**src/design/knsd_defines.vh**
```
// constants for the knock sensor serial command decoder
`ifndef KNSD_DEFINES_VH
`define KNSD_DEFINES_VH

// ----------------------------------------
// command opcodes and masks
// ----------------------------------------
`define KNSD_CMD_ADVANCED   8'h71
`define KNSD_RSP_ADVANCED   8'h8E
`define KNSD_MASK_TWO       8'hC0
`define KNSD_MASK_THREE     8'hE0
`define KNSD_MASK_CHANNEL   8'hFE
`define KNSD_MASK_TEST      8'hF0
`define KNSD_PFX_BANDPASS   8'h00
`define KNSD_PFX_PRESCALE   8'h40
`define KNSD_PFX_GAIN       8'h80
`define KNSD_PFX_INTEG_TC   8'hC0
`define KNSD_PFX_CHANNEL    8'hE0
`define KNSD_PFX_TEST       8'hF0

// ----------------------------------------
// test command low nibbles
// ----------------------------------------
`define KNSD_TST_FILTER     4'h0
`define KNSD_TST_BUFFER     4'h2
`define KNSD_TST_CONV_BUF   4'h3
`define KNSD_TST_CONV_NOBUF 4'h4
`define KNSD_TST_CLAMP      4'h8

// ----------------------------------------
// field positions
// ----------------------------------------
`define KNSD_PRESCALE_HI    4
`define KNSD_PRESCALE_LO    1
`define KNSD_HIZ_BIT        0

// ----------------------------------------
// reset values and the filter test clock pattern
// ----------------------------------------
`define KNSD_RST_PRESCALE   4'h0
`define KNSD_RST_BANDPASS   6'h00
`define KNSD_RST_GAIN       6'h00
`define KNSD_RST_INTEG_TC   5'h00
`define KNSD_RST_RESPONSE   8'h00
`define KNSD_CLOCK_PATTERN  8'hAA

`endif

```
**src/design/knsd_spi_shift.v**
```verilog
// serial frame shifter: pin synchronisers, 8-bit receive and transmit
`timescale 1ns/1ps
`default_nettype none

module knsd_spi_shift (
	input  wire       sys_clk,      // system clock
	input  wire       rst_n,        // async reset, active low
	input  wire       sclk_pin,     // serial clock from the processor
	input  wire       cs_n_pin,     // chip select, active low
	input  wire       mosi_pin,     // serial data in
	input  wire [7:0] tx_byte,      // reply for the frame now starting
	output reg  [7:0] rx_byte,      // last complete command byte
	output reg        rx_valid,     // one-cycle pulse per full byte
	output reg        frame_start,  // one-cycle pulse at select
	output reg        miso,         // serial data out
	output reg        selected      // chip select seen active
);

	// ----------------------------------------
	// synchronisers
	// ----------------------------------------
	reg [2:0] sclk_reg;   // stage 0/1 sync, stage 2 edge history
	reg [2:0] cs_reg;     // same for select
	reg [1:0] mosi_reg;   // data needs no history
	reg [7:0] shift_reg;  // incoming bits
	reg [7:0] out_reg;    // outgoing bits
	reg [2:0] count_reg;  // bits taken in this byte

	wire sclk_rise = sclk_reg[1] & ~sclk_reg[2];
	wire sclk_fall = ~sclk_reg[1] & sclk_reg[2];
	wire cs_active = ~cs_reg[1];

	// pins pass two flops before any edge logic reads them
	always @(posedge sys_clk or negedge rst_n) begin
		if (!rst_n) begin
			sclk_reg <= 3'b000;
			cs_reg   <= 3'b111;
			mosi_reg <= 2'b00;
		end else begin
			sclk_reg <= {sclk_reg[1:0], sclk_pin};
			cs_reg   <= {cs_reg[1:0], cs_n_pin};
			mosi_reg <= {mosi_reg[0], mosi_pin};
		end
	end

	// ----------------------------------------
	// shifting, msb first, sample rising, launch falling
	// ----------------------------------------
	always @(posedge sys_clk or negedge rst_n) begin
		if (!rst_n) begin
			shift_reg   <= 8'h00;
			out_reg     <= 8'h00;
			count_reg   <= 3'd0;
			rx_byte     <= 8'h00;
			rx_valid    <= 1'b0;
			frame_start <= 1'b0;
			miso        <= 1'b0;
			selected    <= 1'b0;
		end else begin
			rx_valid    <= 1'b0;
			frame_start <= 1'b0;
			selected    <= cs_active;
			if (!cs_active) begin
				// deselected: realign to a byte boundary
				count_reg <= 3'd0;
			end else if (cs_reg[2] && !cs_reg[1]) begin
				// select edge: reply byte loaded, msb shown first
				frame_start <= 1'b1;
				out_reg     <= tx_byte;
				miso        <= tx_byte[7];
				count_reg   <= 3'd0;
			end else begin
				if (sclk_rise) begin
					shift_reg <= {shift_reg[6:0], mosi_reg[1]};
					count_reg <= count_reg + 3'd1;
					if (count_reg == 3'd7) begin
						rx_byte  <= {shift_reg[6:0], mosi_reg[1]};
						rx_valid <= 1'b1;
					end
				end
				if (sclk_fall) begin
					out_reg <= {out_reg[6:0], 1'b0};
					miso    <= out_reg[6];
				end
			end
		end
	end

endmodule

`default_nettype wire

```
**src/design/knsd_cmd_decoder.v**
```verilog
// knock sensor serial command decoder with test mode routing
`timescale 1ns/1ps
`default_nettype none
`include "knsd_defines.vh"

module knsd_cmd_decoder (
	input  wire       sys_clk,              // 100 MHz system clock
	input  wire       rst_n,                // async reset, active low
	input  wire       spi_sclk,             // serial clock pin
	input  wire       spi_cs_n,             // chip select pin
	input  wire       spi_mosi,             // serial data in pin
	input  wire       test_n,               // diagnostic select pin, low = test
	input  wire       inline_sel,           // pin: pick in-line test variants
	input  wire       integrate_window,     // integrate/hold pin
	input  wire       oscillator_input,     // oscillator pin
	input  wire [9:0] integ_result,         // integrator result, same clock
	input  wire [7:0] converter_data,       // converter sample, same clock
	input  wire [2:0] clamp_flags,          // gain, band-pass, integrator clamps
	output reg        spi_miso,             // serial data out
	output reg        spi_miso_oe,          // high while driving data out
	output reg  [3:0] prescale_code,        // oscillator divider select
	output reg        channel_sel,          // 0 channel one, 1 channel two
	output reg  [5:0] bandpass_index,       // centre frequency index
	output reg  [5:0] gain_index,           // gain table index
	output reg  [4:0] integ_tc_index,       // integrator time constant index
	output reg        advanced_mode,        // advanced serial mode on
	output reg        input_amp_off,        // input amplifiers disabled
	output reg        output_amp_off,       // output amplifier disabled
	output reg        antialias_filter_off, // filter disabled
	output reg        antialias_in_fb,      // filter input from channel_one_feedback
	output reg        antialias_out_route,  // filter output onto analog out
	output reg        buffer_loop_open,     // output buffer feedback opened
	output reg        feedback_to_buffer,   // both feedback pins on buffer inputs
	output reg        converter_remap,      // window/osc pins feed converter
	output reg        converter_sync,       // converter frame sync
	output reg        converter_sclk,       // converter serial clock
	output reg  [7:0] dac_data,             // byte shifted in for the converter
	output reg        bandpass_gain_two,    // biquad stage gain fixed at 2
	output reg  [7:0] bandpass_q_x10        // biquad quality factor times ten
);

	// ----------------------------------------
	// test states, one-hot
	// ----------------------------------------
	localparam [7:0] TS_NONE      = 8'h01; // normal routing
	localparam [7:0] TS_FILTER    = 8'h02; // filter individual test
	localparam [7:0] TS_FILT_INL  = 8'h04; // filter in-line test
	localparam [7:0] TS_BUFFER    = 8'h08; // output buffer test
	localparam [7:0] TS_CONV_BUF  = 8'h10; // converter test with buffer
	localparam [7:0] TS_CONV_NOB  = 8'h20; // converter test without buffer
	localparam [7:0] TS_CONV_INL  = 8'h40; // converter in-line test
	localparam [7:0] TS_CLAMP     = 8'h80; // clamp flag read

	// biquad constants are fixed by the filter design
	localparam [7:0] BP_Q_X10 = 8'h17; // q of 2.3

	// ----------------------------------------
	// signals
	// ----------------------------------------
	wire [7:0] rx_byte;       // received command
	wire       rx_valid;      // command complete
	wire       frame_start;   // new frame begins
	wire       shift_miso;    // shifter data out
	wire       selected;      // select active

	reg  [1:0] test_sync;     // diagnostic pin sync
	reg  [1:0] inline_sync;   // in-line select sync
	reg  [1:0] window_sync;   // integrate window sync
	reg  [1:0] osc_sync;      // oscillator sync
	reg        sdo_hiz_reg;   // data out held in high impedance
	reg  [7:0] tstate_reg;    // test routing state
	reg  [7:0] tstate_next;   // next test routing state
	reg  [7:0] resp_reg;      // reply for next frame
	reg  [7:0] resp_next;     // next reply
	reg        hi_pending_reg; // second result byte still owed
	reg        hi_pending_next;
	reg        hi_queued_reg;  // high result byte already loaded for next frame
	reg        hi_queued_next;

	wire test_mode = ~test_sync[1];

	// ----------------------------------------
	// prefix match helper
	// ----------------------------------------
	function match;
		input [7:0] cmd;
		input [7:0] mask;
		input [7:0] prefix;
		begin
			match = ((cmd & mask) == prefix);
		end
	endfunction

	// ----------------------------------------
	// serial shifter
	// ----------------------------------------
	knsd_spi_shift u_shift (
		.sys_clk     (sys_clk),
		.rst_n       (rst_n),
		.sclk_pin    (spi_sclk),
		.cs_n_pin    (spi_cs_n),
		.mosi_pin    (spi_mosi),
		.tx_byte     (resp_reg),
		.rx_byte     (rx_byte),
		.rx_valid    (rx_valid),
		.frame_start (frame_start),
		.miso        (shift_miso),
		.selected    (selected)
	);

	// ----------------------------------------
	// pin synchronisers
	// ----------------------------------------
	// two flops for every asynchronous pin; only stage 1 is read
	always @(posedge sys_clk or negedge rst_n) begin
		if (!rst_n) begin
			test_sync   <= 2'b11;
			inline_sync <= 2'b00;
			window_sync <= 2'b00;
			osc_sync    <= 2'b00;
		end else begin
			test_sync   <= {test_sync[0], test_n};
			inline_sync <= {inline_sync[0], inline_sel};
			window_sync <= {window_sync[0], integrate_window};
			osc_sync    <= {osc_sync[0], oscillator_input};
		end
	end

	// ----------------------------------------
	// test routing state and reply selection
	// ----------------------------------------
	always @* begin
		tstate_next     = tstate_reg;
		resp_next       = resp_reg;
		hi_pending_next = hi_pending_reg;
		hi_queued_next  = hi_queued_reg;
		if (!test_mode) begin
			// leaving test mode restores normal routing
			tstate_next = TS_NONE;
		end
		if (frame_start) begin
			// marks the one frame whose reply slot already holds bits 9:8
			hi_queued_next = hi_pending_reg;
		end
		if (frame_start && hi_pending_reg) begin
			// low byte went out; queue bits 9:8 then zeros
			resp_next       = {integ_result[9:8], 6'b00_0000};
			hi_pending_next = 1'b0;
		end
		if (rx_valid) begin
			if (hi_queued_reg) begin
				// every frame carries a command; it must not bump the high byte
				hi_pending_next = 1'b0;
			end else begin
				// default reply: result low byte, high byte next
				resp_next       = integ_result[7:0];
				hi_pending_next = 1'b1;
			end
			if (rx_byte == `KNSD_CMD_ADVANCED) begin
				resp_next       = `KNSD_RSP_ADVANCED;
				hi_pending_next = 1'b0;
			end else if (test_mode && match(rx_byte, `KNSD_MASK_TEST, `KNSD_PFX_TEST)) begin
				hi_pending_next = 1'b0;
				resp_next       = `KNSD_RST_RESPONSE;
				case (rx_byte[3:0])
					`KNSD_TST_FILTER: begin
						if (inline_sync[1]) begin
							tstate_next = TS_FILT_INL;
						end else begin
							tstate_next = TS_FILTER;
							resp_next   = `KNSD_CLOCK_PATTERN;
						end
					end
					`KNSD_TST_BUFFER: begin
						tstate_next = TS_BUFFER;
					end
					`KNSD_TST_CONV_BUF: begin
						tstate_next = inline_sync[1] ? TS_CONV_INL : TS_CONV_BUF;
						resp_next   = converter_data;
					end
					`KNSD_TST_CONV_NOBUF: begin
						tstate_next = TS_CONV_NOB;
						resp_next   = converter_data;
					end
					`KNSD_TST_CLAMP: begin
						tstate_next = TS_CLAMP;
						// flags only answer once advanced mode is on
						if (advanced_mode) begin
							resp_next = {5'b0_0000, clamp_flags};
						end
					end
					default: begin
						tstate_next = tstate_reg;
					end
				endcase
			end
		end
	end

	// ----------------------------------------
	// state and reply registers
	// ----------------------------------------
	always @(posedge sys_clk or negedge rst_n) begin
		if (!rst_n) begin
			tstate_reg     <= TS_NONE;
			resp_reg       <= `KNSD_RST_RESPONSE;
			hi_pending_reg <= 1'b0;
			hi_queued_reg  <= 1'b0;
		end else begin
			tstate_reg     <= tstate_next;
			resp_reg       <= resp_next;
			hi_pending_reg <= hi_pending_next;
			hi_queued_reg  <= hi_queued_next;
		end
	end

	// ----------------------------------------
	// normal command decoding
	// ----------------------------------------
	// exact advanced opcode wins over the prescaler prefix it shares
	always @(posedge sys_clk or negedge rst_n) begin
		if (!rst_n) begin
			prescale_code  <= `KNSD_RST_PRESCALE;
			sdo_hiz_reg    <= 1'b0;
			channel_sel    <= 1'b0;
			bandpass_index <= `KNSD_RST_BANDPASS;
			gain_index     <= `KNSD_RST_GAIN;
			integ_tc_index <= `KNSD_RST_INTEG_TC;
			advanced_mode  <= 1'b0;
		end else if (rx_valid) begin
			if (rx_byte == `KNSD_CMD_ADVANCED) begin
				advanced_mode <= 1'b1;
			end else if (test_mode && match(rx_byte, `KNSD_MASK_TEST, `KNSD_PFX_TEST)) begin
				// test opcodes touch no configuration
				advanced_mode <= advanced_mode;
			end else if (match(rx_byte, `KNSD_MASK_TWO, `KNSD_PFX_BANDPASS)) begin
				bandpass_index <= rx_byte[5:0];
			end else if (match(rx_byte, `KNSD_MASK_TWO, `KNSD_PFX_PRESCALE)) begin
				prescale_code <= rx_byte[`KNSD_PRESCALE_HI:`KNSD_PRESCALE_LO];
				sdo_hiz_reg   <= rx_byte[`KNSD_HIZ_BIT];
			end else if (match(rx_byte, `KNSD_MASK_TWO, `KNSD_PFX_GAIN)) begin
				gain_index <= rx_byte[5:0];
			end else if (match(rx_byte, `KNSD_MASK_THREE, `KNSD_PFX_INTEG_TC)) begin
				integ_tc_index <= rx_byte[4:0];
			end else if (match(rx_byte, `KNSD_MASK_CHANNEL, `KNSD_PFX_CHANNEL)) begin
				channel_sel <= rx_byte[0];
			end
		end
	end

	// ----------------------------------------
	// analog routing controls from test state
	// ----------------------------------------
	always @(posedge sys_clk or negedge rst_n) begin
		if (!rst_n) begin
			input_amp_off        <= 1'b0;
			output_amp_off       <= 1'b0;
			antialias_filter_off <= 1'b0;
			antialias_in_fb      <= 1'b0;
			antialias_out_route  <= 1'b0;
			buffer_loop_open     <= 1'b0;
			feedback_to_buffer   <= 1'b0;
			converter_remap      <= 1'b0;
		end else begin
			input_amp_off        <= tstate_reg[1] | tstate_reg[3]
			                        | tstate_reg[4] | tstate_reg[5];
			output_amp_off       <= tstate_reg[1] | tstate_reg[2] | tstate_reg[5];
			antialias_filter_off <= tstate_reg[3] | tstate_reg[4] | tstate_reg[5];
			antialias_in_fb      <= tstate_reg[1];
			antialias_out_route  <= tstate_reg[1] | tstate_reg[2];
			buffer_loop_open     <= tstate_reg[3];
			feedback_to_buffer   <= tstate_reg[3];
			converter_remap      <= tstate_reg[4] | tstate_reg[5] | tstate_reg[6];
		end
	end

	// ----------------------------------------
	// converter pin remap and dac byte
	// ----------------------------------------
	// remapped pins lag by the sync stages; fine for test use only
	always @(posedge sys_clk or negedge rst_n) begin
		if (!rst_n) begin
			converter_sync <= 1'b0;
			converter_sclk <= 1'b0;
			dac_data       <= 8'h00;
		end else begin
			converter_sync <= converter_remap & window_sync[1];
			converter_sclk <= converter_remap & osc_sync[1];
			if (rx_valid && converter_remap) begin
				dac_data <= rx_byte;
			end
		end
	end

	// ----------------------------------------
	// band-pass stage constants and data out
	// ----------------------------------------
	// the biquad itself is analog; only its fixed gain and q leave here
	always @(posedge sys_clk or negedge rst_n) begin
		if (!rst_n) begin
			bandpass_gain_two <= 1'b0;
			bandpass_q_x10    <= 8'h00;
			spi_miso          <= 1'b0;
			spi_miso_oe       <= 1'b0;
		end else begin
			bandpass_gain_two <= 1'b1;
			bandpass_q_x10    <= BP_Q_X10;
			spi_miso          <= shift_miso;
			// silent tests still drive the line, shifting out zeros
			spi_miso_oe       <= selected & ~sdo_hiz_reg;
		end
	end

endmodule

`default_nettype wire

```
**config.mk**
```make
export PLATFORM = sky130hd
export DESIGN_NAME = knsd_cmd_decoder
export DESIGN_NICKNAME = d
export VERILOG_FILES = /design/src/design/knsd_spi_shift.v /design/src/design/knsd_cmd_decoder.v
export VERILOG_INCLUDE_DIRS = /design/src /design/src/design
export SDC_FILE = /design/constraint.sdc
export NUM_CORES = 1
export LEC_CHECK = 0
export ABC_AREA = 1
export CORE_UTILIZATION = 43
export DETAILED_ROUTE_END_ITERATION = 8
export DONT_BUFFER_PORTS = 1
export PLACE_DENSITY = 0.63
export SYNTH_ARGS = -nofsm -noshare
export SYNTH_HDL_FRONTEND = slang
export SYNTH_SLANG_ARGS = --single-unit
export TNS_END_PERCENT = 1
```
**constraint.sdc**
```tcl
create_clock -name sys_clk -period 2.3 [get_ports sys_clk]
set_input_delay 0.115 -clock sys_clk [delete_from_list [all_inputs] [get_ports sys_clk]]
set_output_delay 0.115 -clock sys_clk [all_outputs]
set_load 0.02 [all_outputs]
```
==> impl_metrics.ini <==
[status]
violations = hold timing
status = complete, but fails checks

[global_route]
grt_pass1_vias = 3033
grt_usage_pct = 17.72
antenna_found_initial = 0
grt_pass1_wl_um = 15140
grt_max_degree = 106
overflow = 0

[setup_path]
r2r_end = resp_reg[4]
path_cells = inv_1, ha_2, nand3_2, nor2_8, nor2_4, nand3_1, nand2_1, dlygate4sd3_1, nand2_1, nand2_1
r2r_cells = 10
start_kind = flop
crit_path_frequent_cell = nand2_1
crit_fanout = 6
worstPathArrival_ns = 2.39
critical_path.startpoint = u_shift.rx_byte[7]
criticalPathCategory = flop to flop
worstSetupEndpointType = flop
regToRegSetupSlack_ns = 0.16
r2r_start = u_shift.rx_byte[7]
crit_slowest_cell = dlygate4sd3_1
worst_path_largest_cell_delay_ns = 0.56
cp.required_ns = 2.55

[floorplanning]
initial_core_util_pct = 44.22
ios = 82
fp.dieH_um = 104.8
die_width_um = 104.8
core.rowCount = 37
core_area_um2 = 10280
dieArea_um2 = 10980

[logic_synthesis]
yosys.area.top_type = dfrtp_1
synthCells = 471
syn_avg_cell_area_um2 = 9.648
synth_warnings = 0
ys_seq_area_share_pct = 57.96
synth_cell_types = 37
ys_top_cells_by_area = dfrtp_1 55%, nand2_1 11%, nand3_1 4.6%
ys_ff_latch = 105
yosys.area.top_type_share_pct = 55.07
synth.cell_area_um2 = 4544

[detailed_routing]
firstDrtPassIters = 4
drc = 0
dr.first_iter.drc_count = 175
post_drt_wl_per_cell_um = 14.26
vias_per_cell = 4.958
wirelength_um = 8928
postRouteAntennaNets = 0
vias = 3104

[run]
max_cap_violations = 0

[pwr]
power.total_mw = 3.382
power_leakage_nw = 2.438
p_per_area_nw_per_um2 = 675.2
worst_ir_drop_vdd_v = 0.0002800

[cts]
cts.path.max_buffers = 2
cts_setup_buffers = 0
cts.sinks = 105
cts_tree = done
h-tree-depth = 3
insertion_delay_ns = 0.37
cts_hold_buf = 16
clkTransAtPathRegs_ns = 0.11
ctsRootBufferMaster = clkbuf_8
numCtsBuffers = 9

[cells_and_area]
final_common_cell = nand2_1
drive_above_1_share_pct = 14.29
fin_area_um2 = 5009
mostFrequentLayoutCells = 131 x nand2_1, 100 x dfrtp_1, 42 x nand3_1, 36 x inv_1, 35 x o21ai_0
num_antenna_cells = 0
syn_to_final_growth_pct = 10.21
fin_nets = 521

[timing]
rsz0062_at_grt = false
finalSetupTns_ns = 0
finalSetupViolCount = 0
skew_ns = 0.01295
maxSlewViolCount = 0
relSlewSlack_pct = 42.44
holdWs_ns = -0.5752
fin_crit_ns = 2.135
worst_slew_pin_slew_ns = 0.8639
fmax_mhz = 468.4
hold_violations = 105
finalCritPeriodShare_pct = 92.83

[placement]
place_area_um2 = 4611
gp_congestion = 0.7948
portBuffers = 0
dpl.hpwl_um = 6203

[hold_path]
min_path_type = input pin to async pin
[synthesized netlist by cell type]
cell,number
a21oi_1,4
a31oi_1,7
buf_12,1
buf_2,4
buf_4,11
clkbuf_1,2
clkinv_1,2
conb_1,2
dfrtp_1,100
dfstp_2,5
ha_1,6
inv_1,36
inv_2,4
inv_4,1
nand2_1,131
nand2_2,5
nand2_4,5
nand3_1,42
nand3_2,4
nand3_4,1
nand3b_1,2
nand4_1,4
nand4_2,1
nor2_1,21
nor2_2,1
nor2_4,7
nor2_8,2
nor3_1,2
nor3_4,1
nor4_1,1
o21ai_0,35
o21ai_1,5
o21ai_2,12
o31ai_1,1
or2_1,1
or2_2,1
or2_4,1
[cell type report]
type | instances | area [um^2]
Clock inverter | 7 | 111.4
Multi-Input combinational cell | 308 | 1630
Fill cell | 974 | 5269
Inverter | 43 | 163.9
Timing Repair Buffer | 18 | 175.2
Sequential cell | 105 | 2634
Clock buffer | 9 | 123.9
Tap cell | 136 | 170.2
[power breakdown]
group	switching (mW)	internal, mW	leakage [nW]	total, mW
Clock	0.661	0.636	0.118	1.30
Sequential	0.0464	1.92	1.35	1.96
Combinational	0.0690	0.0523	0.967	0.121
Total	0.776	2.61	2.44	3.38
[metrics by stage]
stage | instances | setup WS, ns | util, % | hold slack, ns
floorplan | 474 | 0.7976 | - | -0.1806
finish | 626 | 0.1650 | 48.73 | -0.5752
global route | 626 | 0.01964 | 48.73 | -0.6131
detailed placement | 594 | 0.6073 | 44.86 | -0.1786
global placement | 594 | 0.6958 | 44.86 | -0.1785
CTS | 626 | 0.1567 | 48.71 | -0.5952
[timing repair]
action,CTS,global route
resized for setup,0,1
setup endpoints to repair,0,1
endpoints found under the hold margin,117,105
[worst max path at each step]
| stage | cells past startpoint | to | slack (ns) |
|---|---|---|---|
| after floorplan | 9 | bandpass_index[3] | 0.80 |
| after global placement | 8 | bandpass_index[3] | 0.70 |
| after detailed placement | 8 | bandpass_index[3] | 0.61 |
| after CTS | 10 | resp_reg[4] | 0.16 |
| after global routing | 10 | resp_reg[4] | 0.02 |
| final | 10 | resp_reg[4] | 0.16 |
[critical path: cells and delay by family, from the launching register on]
family | cells | cell delay, ns
fa+ha+maj | 1 | 0.23
buf+inv | 2 | 0.69
flops | 1 | 0.44
simple gates | 7 | 0.67
[cell families (layout without fill, tap and decap cells)]
logic type | after synthesis | in the layout | share of synthesized area [%]
and+or+nand+nor | 233 | 233 | 25.47
DFF | 105 | 105 | 57.96
AOI/OAI and AO/OA | 64 | 64 | 8.287
buffers and inverters | 61 | 77 | 6.470
adders and majority gates | 6 | 6 | 1.652
other | 2 | 5 | 0.1653
[routing by layer]
metal  global-route usage (%)  wire [um]  up-vias
li1                         -          -     1534
met1                    23.85       4142     1491
met2                    27.81       4213       71
met3                    4.991        463        8
met4                    5.533        109        0
met5                        0          0        -
No activity file was read; power rests on OpenSTA's default activity.
